File: src/hdl/gimcb_pkg.sv
// Shared constants and types of the pin and local-bus-master config bank.
// Assumes a single 100 MHz clock and a synchronous active-low reset.
`default_nettype none

package gimcb_pkg;

   // ****************************************************************
   // Register map
   // ****************************************************************
   localparam logic [7:0] ADDR_PIN_CFG = 8'h0e;
   localparam logic [7:0] ADDR_MST_CFG = 8'h0f;

   localparam int PIN3_LEVEL_BIT = 7;
   localparam int PIN3_FAR_BIT   = 6;
   localparam int PIN3_DIR_BIT   = 5;
   localparam int PIN3_ON_BIT    = 4;
   localparam int PIN2_LEVEL_BIT = 3;
   localparam int PIN2_FAR_BIT   = 2;
   localparam int PIN2_ON_BIT    = 0;
   localparam int SDA_DLY_LSB    = 3;
   localparam int SDA_DLY_MSB    = 4;
   localparam int LOCK_BIT       = 2;
   localparam int WD_FAST_BIT    = 1;
   localparam int WD_OFF_BIT     = 0;

   localparam logic [7:0] PIN_CFG_RST   = 8'h35;
   localparam logic [7:0] MST_CFG_RST   = 8'h00;
   localparam logic [7:0] MST_CFG_WMASK = 8'h1f;

   // ****************************************************************
   // Timing
   // ****************************************************************
   localparam int CLK_PERIOD_NS  = 10;
   localparam int SDA_BASE_NS    = 350;
   localparam int SDA_STEP_NS    = 50;
   localparam int SDA_BASE_CYC   = SDA_BASE_NS / CLK_PERIOD_NS;
   localparam int SDA_STEP_CYC   = SDA_STEP_NS / CLK_PERIOD_NS;
   localparam int WD_FAST_US     = 50;
   localparam int WD_SLOW_MS     = 1000;
   localparam int WD_FAST_CYC    = WD_FAST_US * 1000 / CLK_PERIOD_NS;
   localparam int WD_SLOW_CYC    = WD_SLOW_MS * 1000000 / CLK_PERIOD_NS;
   localparam int RECOV_HALF_NS  = 5000;
   localparam int RECOV_HALF_CYC = RECOV_HALF_NS / CLK_PERIOD_NS;
   localparam int RECOV_PULSES   = 9;
   localparam int WD_CNT_W       = 27;
   localparam int HALF_W         = 16;

   // ****************************************************************
   // Types
   // ****************************************************************
   typedef enum logic [1:0] {
      GIMCB_RC_IDLE = 2'b00,
      GIMCB_RC_LOW  = 2'b01,
      GIMCB_RC_HIGH = 2'b11
   } gimcb_rec_t;

   typedef struct packed {
      logic       wr;
      logic       rd;
      logic       remote;
      logic [7:0] addr;
      logic [7:0] data;
   } gimcb_reg_req_t;

   typedef struct packed {
      logic level;
      logic oe;
   } gimcb_pin_t;

   typedef struct packed {
      logic [7:0] pinCfg;
      logic [7:0] mstCfg;
      logic [7:0] rdData;
      logic       wrReject;
      logic       fwdOut;
      gimcb_pin_t pinTwo;
      gimcb_pin_t pinThree;
      logic       pinThreeLevel;
      logic [1:0] p3Sync;
      logic [1:0] sclSync;
      logic [1:0] sdaSync;
      logic [5:0] sdaCnt;
      logic       sdaPending;
      logic       sdaVal;
      logic       sdaOe;
   } gimcb_bank_state_t;

   typedef struct packed {
      gimcb_rec_t          st;
      logic [WD_CNT_W-1:0] cnt;
      logic [HALF_W-1:0]   halfCnt;
      logic [3:0]          pulseCnt;
      logic                sclPrev;
      logic                sdaPrev;
      logic                busFree;
      logic                sclOe;
   } gimcb_wd_state_t;

endpackage

`default_nettype wire

File: src/hdl/gimcb_config_bank.sv
// Pin pair and local bus master configuration bank with its pin logic.
// Register port comes from the local target or the control channel.
`default_nettype none

module gimcb_config_bank
   import gimcb_pkg::*;
#(
   parameter int WD_FAST_LIM = WD_FAST_CYC,
   parameter int WD_SLOW_LIM = WD_SLOW_CYC,
   parameter int RECOV_HALF  = RECOV_HALF_CYC
) (
   input  wire logic           mclk,
   input  wire logic           resetn,
   input  wire gimcb_reg_req_t regReq,
   output var  logic [7:0]     regRdData,
   output var  logic           regWrRejected,
   input  wire logic           fwdReq,
   output var  logic           fwdReqOut,
   input  wire logic           farLevelTwo,
   input  wire logic           farLevelThree,
   output var  gimcb_pin_t     pinTwo,
   output var  gimcb_pin_t     pinThree,
   input  wire logic           pinThreeIn,
   output var  logic           pinThreeLevel,
   input  wire logic           mstSclFall,
   input  wire logic           mstSdaLevel,
   input  wire logic           sclPinIn,
   input  wire logic           sdaPinIn,
   output var  logic           sdaOe,
   output var  logic           sclOe,
   output var  logic           busFree
);

   gimcb_bank_state_t s_reg;
   gimcb_bank_state_t s_next;
   logic              pinHit;
   logic              mstHit;
   logic              lockHit;

   // Cycles to load so the new SDA shows exactly the nominal delay later
   function automatic logic [5:0] sdaLoad(input logic [1:0] code);
      int cyc;
      cyc = SDA_BASE_CYC + SDA_STEP_CYC * int'(code) - 2;
      return 6'(cyc);
   endfunction

   function automatic logic hitAddr(input gimcb_reg_req_t r,
                                    input logic [7:0] a);
      return r.addr == a;
   endfunction

   // ****************************************************************
   // Register access and pin logic
   // ****************************************************************
   always_comb begin
      s_next = s_reg;
      pinHit = hitAddr(regReq, ADDR_PIN_CFG);
      mstHit = hitAddr(regReq, ADDR_MST_CFG);
      lockHit = regReq.wr && regReq.remote && s_reg.mstCfg[LOCK_BIT]
                && (pinHit || mstHit);
      s_next.wrReject = lockHit;

      if (regReq.wr && !lockHit) begin
         if (pinHit) begin
            s_next.pinCfg = regReq.data;
         end
         if (mstHit) begin
            s_next.mstCfg = regReq.data & MST_CFG_WMASK;
         end
      end

      if (regReq.rd) begin
         if (pinHit) begin
            s_next.rdData = s_reg.pinCfg;
         end else if (mstHit) begin
            s_next.rdData = s_reg.mstCfg;
         end else begin
            s_next.rdData = 8'h00;
         end
      end

      s_next.fwdOut = fwdReq;

      // Pin levels from outside: two flops before use
      s_next.p3Sync  = {s_reg.p3Sync[0], pinThreeIn};
      s_next.sclSync = {s_reg.sclSync[0], sclPinIn};
      s_next.sdaSync = {s_reg.sdaSync[0], sdaPinIn};
      s_next.pinThreeLevel = s_reg.p3Sync[1];

      s_next.pinTwo.level = s_reg.pinCfg[PIN2_FAR_BIT] ? farLevelTwo
                          : s_reg.pinCfg[PIN2_LEVEL_BIT];
      s_next.pinThree.level = s_reg.pinCfg[PIN3_FAR_BIT] ? farLevelThree
                            : s_reg.pinCfg[PIN3_LEVEL_BIT];
      // Enable gates the driver; pin three also needs output direction or far mode
      s_next.pinTwo.oe = s_reg.pinCfg[PIN2_ON_BIT];
      s_next.pinThree.oe = s_reg.pinCfg[PIN3_ON_BIT]
                         && (s_reg.pinCfg[PIN3_FAR_BIT]
                             || !s_reg.pinCfg[PIN3_DIR_BIT]);

      // SDA change delayed after SCL fall
      if (mstSclFall) begin
         s_next.sdaCnt = sdaLoad(s_reg.mstCfg[SDA_DLY_MSB:SDA_DLY_LSB]);
         s_next.sdaPending = 1'b1;
         s_next.sdaVal = mstSdaLevel;
      end else if (s_reg.sdaPending) begin
         if (s_reg.sdaCnt == 6'h00) begin
            s_next.sdaPending = 1'b0;
            // Open drain: enable pulls the line low
            s_next.sdaOe = !s_reg.sdaVal;
         end else begin
            s_next.sdaCnt = s_reg.sdaCnt - 6'h01;
         end
      end

      if (!resetn) begin
         s_next = '0;
         s_next.pinCfg = PIN_CFG_RST;
         s_next.mstCfg = MST_CFG_RST;
      end
   end

   always_ff @(posedge mclk) begin
      s_reg <= s_next;
   end

   assign regRdData     = s_reg.rdData;
   assign regWrRejected = s_reg.wrReject;
   assign fwdReqOut     = s_reg.fwdOut;
   assign pinTwo        = s_reg.pinTwo;
   assign pinThree      = s_reg.pinThree;
   assign pinThreeLevel = s_reg.pinThreeLevel;
   assign sdaOe         = s_reg.sdaOe;

   // ****************************************************************
   // Bus watchdog
   // ****************************************************************
   // Own SCL/SDA drive counts as activity too; it keeps the timer honest
   gimcb_bus_watchdog #(
      .FAST_LIM (WD_FAST_LIM),
      .SLOW_LIM (WD_SLOW_LIM),
      .HALF_LIM (RECOV_HALF)
   ) u_watchdog (
      .mclk     (mclk),
      .resetn   (resetn),
      .sclLevel (s_reg.sclSync[1]),
      .sdaLevel (s_reg.sdaSync[1]),
      .wdOff    (s_reg.mstCfg[WD_OFF_BIT]),
      .wdFast   (s_reg.mstCfg[WD_FAST_BIT]),
      .busFree  (busFree),
      .sclOe    (sclOe)
   );
endmodule // gimcb_config_bank

`default_nettype wire

File: src/hdl/gimcb_bus_watchdog.sv
// Local bus watchdog: idle timer, free-bus flag and nine-clock recovery.
// Expects synchronised SCL and SDA levels on the mclk domain.
`default_nettype none

module gimcb_bus_watchdog
   import gimcb_pkg::*;
#(
   parameter int FAST_LIM  = WD_FAST_CYC,
   parameter int SLOW_LIM  = WD_SLOW_CYC,
   parameter int HALF_LIM  = RECOV_HALF_CYC
) (
   input  wire logic mclk,
   input  wire logic resetn,
   input  wire logic sclLevel,
   input  wire logic sdaLevel,
   input  wire logic wdOff,
   input  wire logic wdFast,
   output var  logic busFree,
   output var  logic sclOe
);

   localparam logic [WD_CNT_W-1:0] FAST_END = WD_CNT_W'(FAST_LIM - 1);
   localparam logic [WD_CNT_W-1:0] SLOW_END = WD_CNT_W'(SLOW_LIM - 1);
   localparam logic [HALF_W-1:0]   HALF_END = HALF_W'(HALF_LIM - 1);
   localparam logic [3:0]          LAST_PULSE = 4'(RECOV_PULSES - 1);

   gimcb_wd_state_t s_reg;
   gimcb_wd_state_t s_next;
   logic            act;
   logic            expire;

   // ****************************************************************
   // Idle timer and recovery sequencer
   // ****************************************************************
   always_comb begin
      s_next = s_reg;
      act = (sclLevel != s_reg.sclPrev) || (sdaLevel != s_reg.sdaPrev);
      expire = (s_reg.cnt == (wdFast ? FAST_END : SLOW_END));
      s_next.sclPrev = sclLevel;
      s_next.sdaPrev = sdaLevel;
      case (s_reg.st)
         GIMCB_RC_IDLE: begin
            if (act || wdOff) begin
               s_next.cnt = '0;
               s_next.busFree = 1'b0;
            end else if (expire) begin
               s_next.cnt = '0;
               if (sdaLevel) begin
                  s_next.busFree = 1'b1;
               end else begin
                  s_next.st = GIMCB_RC_LOW;
                  s_next.sclOe = 1'b1;
                  s_next.halfCnt = '0;
                  s_next.pulseCnt = '0;
               end
            end else if (!s_reg.busFree) begin
               s_next.cnt = s_reg.cnt + 1'b1;
            end
         end
         GIMCB_RC_LOW: begin
            s_next.halfCnt = s_reg.halfCnt + 1'b1;
            if (s_reg.halfCnt == HALF_END) begin
               s_next.halfCnt = '0;
               s_next.sclOe = 1'b0;
               s_next.st = GIMCB_RC_HIGH;
            end
         end
         GIMCB_RC_HIGH: begin
            s_next.halfCnt = s_reg.halfCnt + 1'b1;
            if (s_reg.halfCnt == HALF_END) begin
               s_next.halfCnt = '0;
               if (s_reg.pulseCnt == LAST_PULSE) begin
                  s_next.st = GIMCB_RC_IDLE;
                  s_next.cnt = '0;
               end else begin
                  s_next.pulseCnt = s_reg.pulseCnt + 1'b1;
                  s_next.sclOe = 1'b1;
                  s_next.st = GIMCB_RC_LOW;
               end
            end
         end
         default: begin
            s_next.st = GIMCB_RC_IDLE;
            s_next.sclOe = 1'b0;
         end
      endcase
      if (wdOff) begin
         s_next.st = GIMCB_RC_IDLE;
         s_next.sclOe = 1'b0;
         s_next.cnt = '0;
      end
      if (!resetn) begin
         s_next = '0;
      end
   end

   always_ff @(posedge mclk) begin
      s_reg <= s_next;
   end

   assign busFree = s_reg.busFree;
   assign sclOe   = s_reg.sclOe;
endmodule // gimcb_bus_watchdog

`default_nettype wire

File: config.mk
export PLATFORM = sky130hd
export DESIGN_NAME = gimcb_config_bank
export DESIGN_NICKNAME = d
export VERILOG_FILES = /design/src/hdl/gimcb_pkg.sv /design/src/hdl/gimcb_config_bank.sv /design/src/hdl/gimcb_bus_watchdog.sv
export SDC_FILE = /design/constraint.sdc
export NUM_CORES = 1
export LEC_CHECK = 0
export BUFFER_PORTS_ARGS = -buffer_cell sky130_fd_sc_hd__buf_2
export CORE_MARGIN = 3
export CORE_UTILIZATION = 50
export DETAILED_ROUTE_END_ITERATION = 6
export HOLD_SLACK_MARGIN = 0.12
export PLACE_DENSITY = 0.73
export RECOVER_POWER = 25
export REMOVE_ABC_BUFFERS = 1
export SYNTH_ARGS = -nofsm -noshare
export SYNTH_HDL_FRONTEND = slang
export SYNTH_SLANG_ARGS = --single-unit
File: constraint.sdc
create_clock -name mclk -period 3.53 [get_ports mclk]
set_clock_uncertainty 0.15 [all_clocks]
set_input_delay 0.706 -clock mclk [delete_from_list [all_inputs] [get_ports mclk]]
set_output_delay 0.706 -clock mclk [all_outputs]
set_load 0.01 [all_outputs]
## Word-level counts from Yosys, hierarchy flattened

Cells that the tools add are included.

| operators by class | value |
|---|---|
| add/sub/neg operators | 6 |
| $mul | 1 |
| multiplexer cells | 37 |
| reductions and logical operators | 30 |
| eq/ne operators | 18 |
| bitwise operators | 2 |

Operators with widths:

| kind | number |
|---|---|
| two-way mux 27 bit | 5 |
| two-way mux 20 bit | 3 |
| one-hot mux 27 bit (2 select lines) | 1 |
| two-way mux 49 bit | 1 |
| one-hot mux 16 bit (3 select lines) | 1 |
| adder 27 x 1 -> 27 bit, second input constant | 1 |
| equality test 27 bit | 1 |
| adder 16 x 1 -> 16 bit, second input constant | 1 |
| equality test 16 x 9 -> 1 bit, second input constant | 1 |
| equality test 8 x 4 -> 1 bit, second input constant | 2 |
| two-way mux 16 bit | 1 |
| two-way mux 7 bit | 2 |
| AND reduction 6 bit | 2 |
| two-way mux 1 bit | 11 |
| two-way mux 2 bit | 5 |
| two-way mux 8 bit | 1 |
| != test 2 x 1 -> 1 bit, second input constant | 4 |
| != test 2 bit, second input constant | 4 |
| one-hot mux 4 bit (2 select lines) | 1 |
| AND reduction 4 bit | 2 |
| nonzero test 2 bit | 4 |
| adder 6 x 5 -> 6 bit, first input constant | 1 |
| zero test 6 bit | 1 |
| two-way mux 6 bit | 1 |
| other kinds (23) | 37 |

| storage, ports and cells | value |
|---|---|
| register bits after elaboration | 96 |
| bits of input ports | 29 |

## Depth between registers and ports, before layout

Gate-level depths: netlist of the first run.

| logic depth | value |
|---|---|
| depth after elaboration | 6 |
| gate-level depth with buffers | 9 |
| gate-level depth less buffers | 8 |

## By module

From an unflattened synthesis of the first run, not the netlist that was laid out.

| second synthesis, totals | value |
|---|---|
| cells, all modules | 616 |
| area total of the unflattened synthesis | 5206.2 um^2 |

By module, submodules not included:

| module | area an instance (um^2) | times used | cells each | seq. area each (um^2) |
|---|---|---|---|---|
| gimcb_bus_watchdog | 3185.6 | 1 | 398 | 1061.0 |
| gimcb_config_bank | 2020.7 | 1 | 218 | 860.8 |

## Least setup slack after synthesis of the first run

No wires, ideal clock.

| path | value |
|---|---|
| kind | register to register |
| start | reg u_watchdog.s_reg[8] (netlist bit) |
| end | reg u_watchdog.s_reg[21] (netlist bit) |
| clock period less this slack | 2.467 ns |
| stages on the path, launching flop included | 9 |
| path slack | 1.063 ns |
| setup time | 0.126 ns |
| path buffers | 1 |
| required time | 3.254 ns |
| data arrival time | 2.191 ns |
| cells stage by stage | dfxtp_1 ha_1 or4b_2 nor4_1 or2_2 buf_4 nor2_1 o211ai_1 o21ai_0 |

| on the way | value |
|---|---|
| cells in the longest elaborated chain, start to end | 3 |

RTL lines:

| item | RTL line | source |
|---|---|---|
| start, declared | gimcb_bus_watchdog.sv:27 | `gimcb_wd_state_t s_reg;` |
| start signal, assigned | gimcb_bus_watchdog.sv:98 | `s_reg <= s_next;` |
| adder 16 x 1 -> 16 bit or equality test 16 x 9 -> 1 bit (tied branches) | -- |  |
| two-way mux 49 bit or two-way mux 16 bit (tied branches) | gimcb_bus_watchdog.sv:70, gimcb_bus_watchdog.sv:62 |  |
| one-hot mux 16 bit (3 select lines) * | gimcb_bus_watchdog.sv:41 | `case (s_reg.st)` |

Mark *: on every way between the ends. The rest lies on a longest branch, timed or not. The select of a mux whose other input is x is not followed.
A chain may end at the register's enable or synchronous reset.

## Worst setup path in the final report of the first run

| path | value |
|---|---|
| start | reg u_watchdog.s_reg[8] (netlist bit) |
| end | reg u_watchdog.s_reg[12] (netlist bit) |

Same word-level chain as after synthesis.

==> summary.txt, run 1 <==
Cell Area, Synth: 4980 um2
Fraction of layout cells with a size suffix above 1: 12.9%
Cell taking the most area after synthesis: dfxtp_1
PD cells: 392 nW/um2
Synth top area cells: dfxtp_1, a21oi_1, nand2_1
Setup WS pre-CTS: 0.412 ns
GP Congestion: 0.894
Largest net degree at the start of global routing: 44
Most common cell after layout, fill and taps aside: dfxtp_1
Die Height: 106 um
Num CTS Buffers: 9
Synth warn: 0
Layout fillers: 886
Synthesis-stage register bit count: 96
Yosys cell types: 58
Final wirelength: 11.5 mm
Num Clock Sinks: 96
Initial drt markers: 231
Period minus WS final: 3.15 ns
Core box area: 9460 um2
Worst hold slack: 0.290 ns
CP Class: reg -> reg
NumNets Final: 657
Fmax: 0.317 GHz
Hold buffer count at cts: 0
Fin util: 56.6%
Root Buffer: clkbuf_8
TritonCTS clock tree: built
Max-cap violations: 2
Drt pass-1 iters: 5
Syn_area_per_cell: 8.37 um2
Final Slew Violations: 84
Setup TNS: 0 ns
Gr usage total: 21.2%
Antenna violations before repair: 0
Starting Density: 52.6%
Post-DP HPWL: 8.15 mm
H-tree levels: 3
Final WS setup: 0.378 ns
Setup Fix Bufs, Post-CTS: 0
Via count: 4443
Finish-stage setup viols: 0
Via density: 5.93
Std cell rows: 35
Crit-path max FO: 12
Hold Path Class: reg -> reg
Die area: 11200 um2
WL/cell: 15.4 um
Multi-input gate area: 2770 um2
Global route overflow: 0
Drc violations: 0
Post-Place Cells: 733
Clk buf depth: 2
Die Width: 106 um
Post-synth top area share: 38.6%
Max IR drop VDD: 0.222 mV
Hold Violations, Final: 0
Slew at the pin closest to its max-slew limit: 1.81 ns
Ys async rst share: 0%
Antenna Cells: 0
Startpoint types: flop
Leakage power: 0.00212 uW
Combined flip-flop and latch cell area: 1920 um2
Most frequent cells in the layout: dfxtp_1, nand2_1, a21oi_1, nand3_1, nor2_1
Sequential area share after synthesis: 38.6%
Clk slew on worst S/H paths: 0.10 ns
RSZ-0062 raised after global routing: no
# IOs: 47
Slew margin rel.: -20.8%
Final worst path period share: 89.3%
Vias in the first global route: 4223
Syn Inst Count: 595
Clk_lat worst skew: 0.36 ns
PortBufs: 46
Post-synth EDFFs: 0
CTS resizes: 0
Post-Layout Cell Count: 749
Status: complete, but fails checks
Worst path arrival time: 3.18 ns
Max reg flops: 51
CP Capture Type: flop
First-pass GRT wire length: 19.8 mm
Layout area overhead: 7.46%
Failing checks: max-capacitance violations, max-slew violations
Detail Route Antenna Nets: 0
Most used DFF post-synth: dfxtp_1
Worst path required time: 3.56 ns
[per-layer routing]
layer / vias to the layer above / share of wire [%] / global-route usage, %
met3: 16 / 4.3 / 3.43
li1: 2218 / - / -
met5: - / 0 / 0
met4: 0 / 1.4 / 7.03
met1: 2105 / 45 / 27.6
met2: 104 / 49 / 35.8
[cells by family after synthesis]
| kind of cell | Yosys count | synth area share, % |
|---|---|---|
| AOI/OAI and AO/OA | 130 | 18.3 |
| xor gates and xnor gates | 6 | 1.06 |
| adders and majority gates | 13 | 3.27 |
| buffers and inverters | 59 | 5.83 |
| DFF | 96 | 38.6 |
| muxes | 15 | 3.14 |
| and+or+nand+nor | 276 | 29.8 |
[path summary, 6_finish.rpt]
check / start / slack, ns / to / cells after the start
setup / recovery: u_watchdog.s_reg[8] / 0.38 / u_watchdog.s_reg[12] / 6
hold / removal: s_reg[11] / 0.29 / s_reg[12] / 1
setup reg to reg: u_watchdog.s_reg[8] / 0.38 / u_watchdog.s_reg[12] / 6
hold reg to reg: s_reg[11] / 0.29 / s_reg[12] / 1
[cell type report]
| class | count | share of cell area (%) |
|---|---|---|
| Clock buffer | 10 | 2.57 |
| Tap cell | 129 | 3.02 |
| Clock inverter | 6 | 0.959 |
| Multi-Input combinational cell | 440 | 51.7 |
| Timing Repair Buffer | 52 | 4.70 |
| Inverter | 16 | 1.12 |
| Sequential cell | 96 | 35.9 |
[synth_stat cells, types with 13 or more instances]
library cell and count:
ha_1 13, dfxtp_1 96, nand2b_1 16, nand2_1 58
buf_4 13, a21oi_1 47, nand3_1 40, nor2_1 39
clkbuf_1 24, nor3_1 19, inv_1 16, and3_1 14
[worst max-delay path, stage by stage, from the launching register on]
cell and delay (ns):
dfxtp_1 0.39, ha_1 0.25, or4b_2 0.61, nor4_1 0.62, nor2_1 0.35, nand3_1 0.47, o32ai_1 0.13
[per-stage QoR]
| stage | area, um2 | power, uW |
|---|---|---|
| 2_1_floorplan | 4750 | 1330 |
| 3_3_place_gp | 5180 | 1420 |
| 3_5_place_dp | 5180 | 1430 |
| 4_1_cts | 5370 | 2120 |
| 5_1_grt | 5350 | 2190 |
| 6_report | 5350 | 2100 |
[where the power goes]
| part | internal, uW | total (uW) | switching [uW] | leakage (uW) |
|---|---|---|---|---|
| registers | 1110 | 1120 | 18.0 | 0.000778 |
| clock network | 286 | 694 | 409 | 0.0000875 |
| logic | 97.3 | 281 | 184 | 0.00126 |
| total | 1490 | 2100 | 611 | 0.00212 |
Note: power is estimated with default switching activity, not from simulation.
==> run 2, diff against run 1 <==
- PLACE_DENSITY: 0.73 -> unset
- PLACE_DENSITY_LB_ADDON: unset -> 0.15
==> run 2 against run 1 <==
  * The run still ends with max-capacitance violations, max-slew violations left
  * Sequential share of layout area shrank 0.15 points
  * Fmax is essentially flat
  * Cell count did not move
  * Non-clock buffer count is 2 higher
  * Via count is 0.38% higher
  * Power increased by 1.9%
  * Critical path type unchanged
  * Critical endpoint is now u_watchdog.s_reg[14]
==> summary.txt, run 2 (synthesis results as in run 1) <==
PD cells: 398 nW/um2
Finish-stage setup viols: 0
Clk_lat worst skew: 0.37 ns
Fin util: 56.8%
Pwr Total: 2140 uW
Fraction of layout cells with a size suffix above 1: 13.4%
Clk buf depth: 2
Max reg flops: 51
Worst Setup EP: u_watchdog.s_reg[14]
NumNets Final: 659
Via count: 4460
Die Width: 106 um
GP Congestion: 0.878
Leakage power: 0.00215 uW
Crit path depth: 6
Global route overflow: 0
Max IR drop VDD: 0.222 mV
Std cell rows: 35
Clk slew on worst S/H paths: 0.10 ns
Antenna violations before repair: 0
Final Cell Area: 5370 um2
CP Class: reg -> reg
Clk pwr share: 33.8%
Crit path from: u_watchdog.s_reg[8]
R2R depth: 6
Layout area overhead: 7.92%
Die Height: 106 um
Setup WS pre-CTS: 0.448 ns
Crit-path max FO: 12
Starting Density: 52.6%
R2r endpoint: u_watchdog.s_reg[14]
Fmax: 0.317 GHz
Most common cell after layout, fill and taps aside: dfxtp_1
Slowest-stage cell, CP: or4b_2
Crit-path max cell delay: 0.60 ns
Via density: 5.95
WL/cell: 15.8 um
Period minus WS final: 3.15 ns
Root Buffer: clkbuf_8
PortBufs: 46
Slew at the pin closest to its max-slew limit: 1.79 ns
Final worst path period share: 89.3%
Failing checks: max-capacitance violations, max-slew violations
TritonCTS clock tree: built
Status: complete, but fails checks
Max-cap violations: 2
Most frequent cells in the layout: dfxtp_1, nand2_1, a21oi_1, nand3_1, nor2_1
Die area: 11200 um2
# IOs: 47
CP Capture Type: flop
Detail Route Antenna Nets: 0
Final WS setup: 0.379 ns
CP delay by family, top: simple AND/OR/NAND/NOR gates
Setup TNS: 0 ns
Flop-to-flop setup slack: 0.38 ns
Internal Pwr Total: 1550 uW
Startpoint types: flop
Worst path required time: 3.61 ns
Buffers and inverters on the worst path: 0
Drt pass-1 iters: 4
Sw Share: 27.5%
Final Slew Violations: 84
Setup Fix Bufs, Post-CTS: 0
Largest net degree at the start of global routing: 44
Hold buffer count at cts: 0
CP Cell Sequence: ha_1 > or4b_2 > nor4_1 > nor2_1 > nand3_1 > o32ai_1
Vias in the first global route: 4261
Post-DP HPWL: 8.22 mm
Final wirelength: 11.8 mm
Worst path arrival time: 3.23 ns
RSZ-0062 raised after global routing: no
Slew margin rel.: -19.6%
Sw power: 589 uW
Num Clock Sinks: 96
Antenna Cells: 0
Gr usage total: 21.1%
H-tree levels: 3
Hold Violations, Final: 0
Core box area: 9460 um2
Gate power share: 13.7%
Worst R2R Start: u_watchdog.s_reg[8]
Initial drt markers: 288
Drc violations: 0
Hold Path Class: reg -> reg
CTS resizes: 0
Num CTS Buffers: 9
First-pass GRT wire length: 19.8 mm
Post-placement cell area: 5200 um2
Sequential share of power: 52.5%
[run 2: final cells by class]
cell class	instances	area [um2]
clock buffer	10	138
multi-input combinational	440	2770
clock inverter	4	55.1
fill	933	4090
inverter	16	60.1
tap	129	161
timing repair buffer	54	270
sequential	96	1920
[run 2: worst min-delay path by stage]
stage | start | end | cells after the start
after floorplan | s_reg[14] | pinThreeLevel | 1
after global placement | s_reg[13] | s_reg[14] | 1
after detailed placement | s_reg[13] | s_reg[14] | 1
after CTS | s_reg[13] | s_reg[14] | 1
after global routing | s_reg[11] | s_reg[12] | 1
final | s_reg[14] | pinThreeLevel | 1
[run 2: worst register-to-register path, delay by kind of cell (launching register included)]
| kind | cells | cell delay, ns |
|---|---|---|
| flops | 1 | 0.41 |
| compound gates | 1 | 0.18 |
| simple gates | 4 | 2.02 |
| fa+ha+maj | 1 | 0.25 |
[run 2: power groups by stage]
stage	clock, uW	sequential, uW	combinational [uW]
after floorplan	0	1150	184
after global placement	0	1150	285
after detailed placement	0	1150	291
after CTS	747	1120	293
after global routing	782	1130	328
final	723	1120	292
[run 2: routing by layer]
metal | GRT usage [%] | part of all wire [%] | vias to the layer above
met2 | 36.0 | 49 | 73
li1 | - | - | 2216
met3 | 4.10 | 3.2 | 13
met1 | 27.2 | 46 | 2158
met4 | 6.11 | 1.2 | 0
met5 | 0 | 0 | -
[run 2: stage by stage]
step / hold WS (ns) / instances
final: 0.286 / 749
after CTS: 0.292 / 749
after detailed placement: 0.269 / 735
after global routing: 0.311 / 749
after floorplan: 0.262 / 552
after global placement: 0.263 / 735
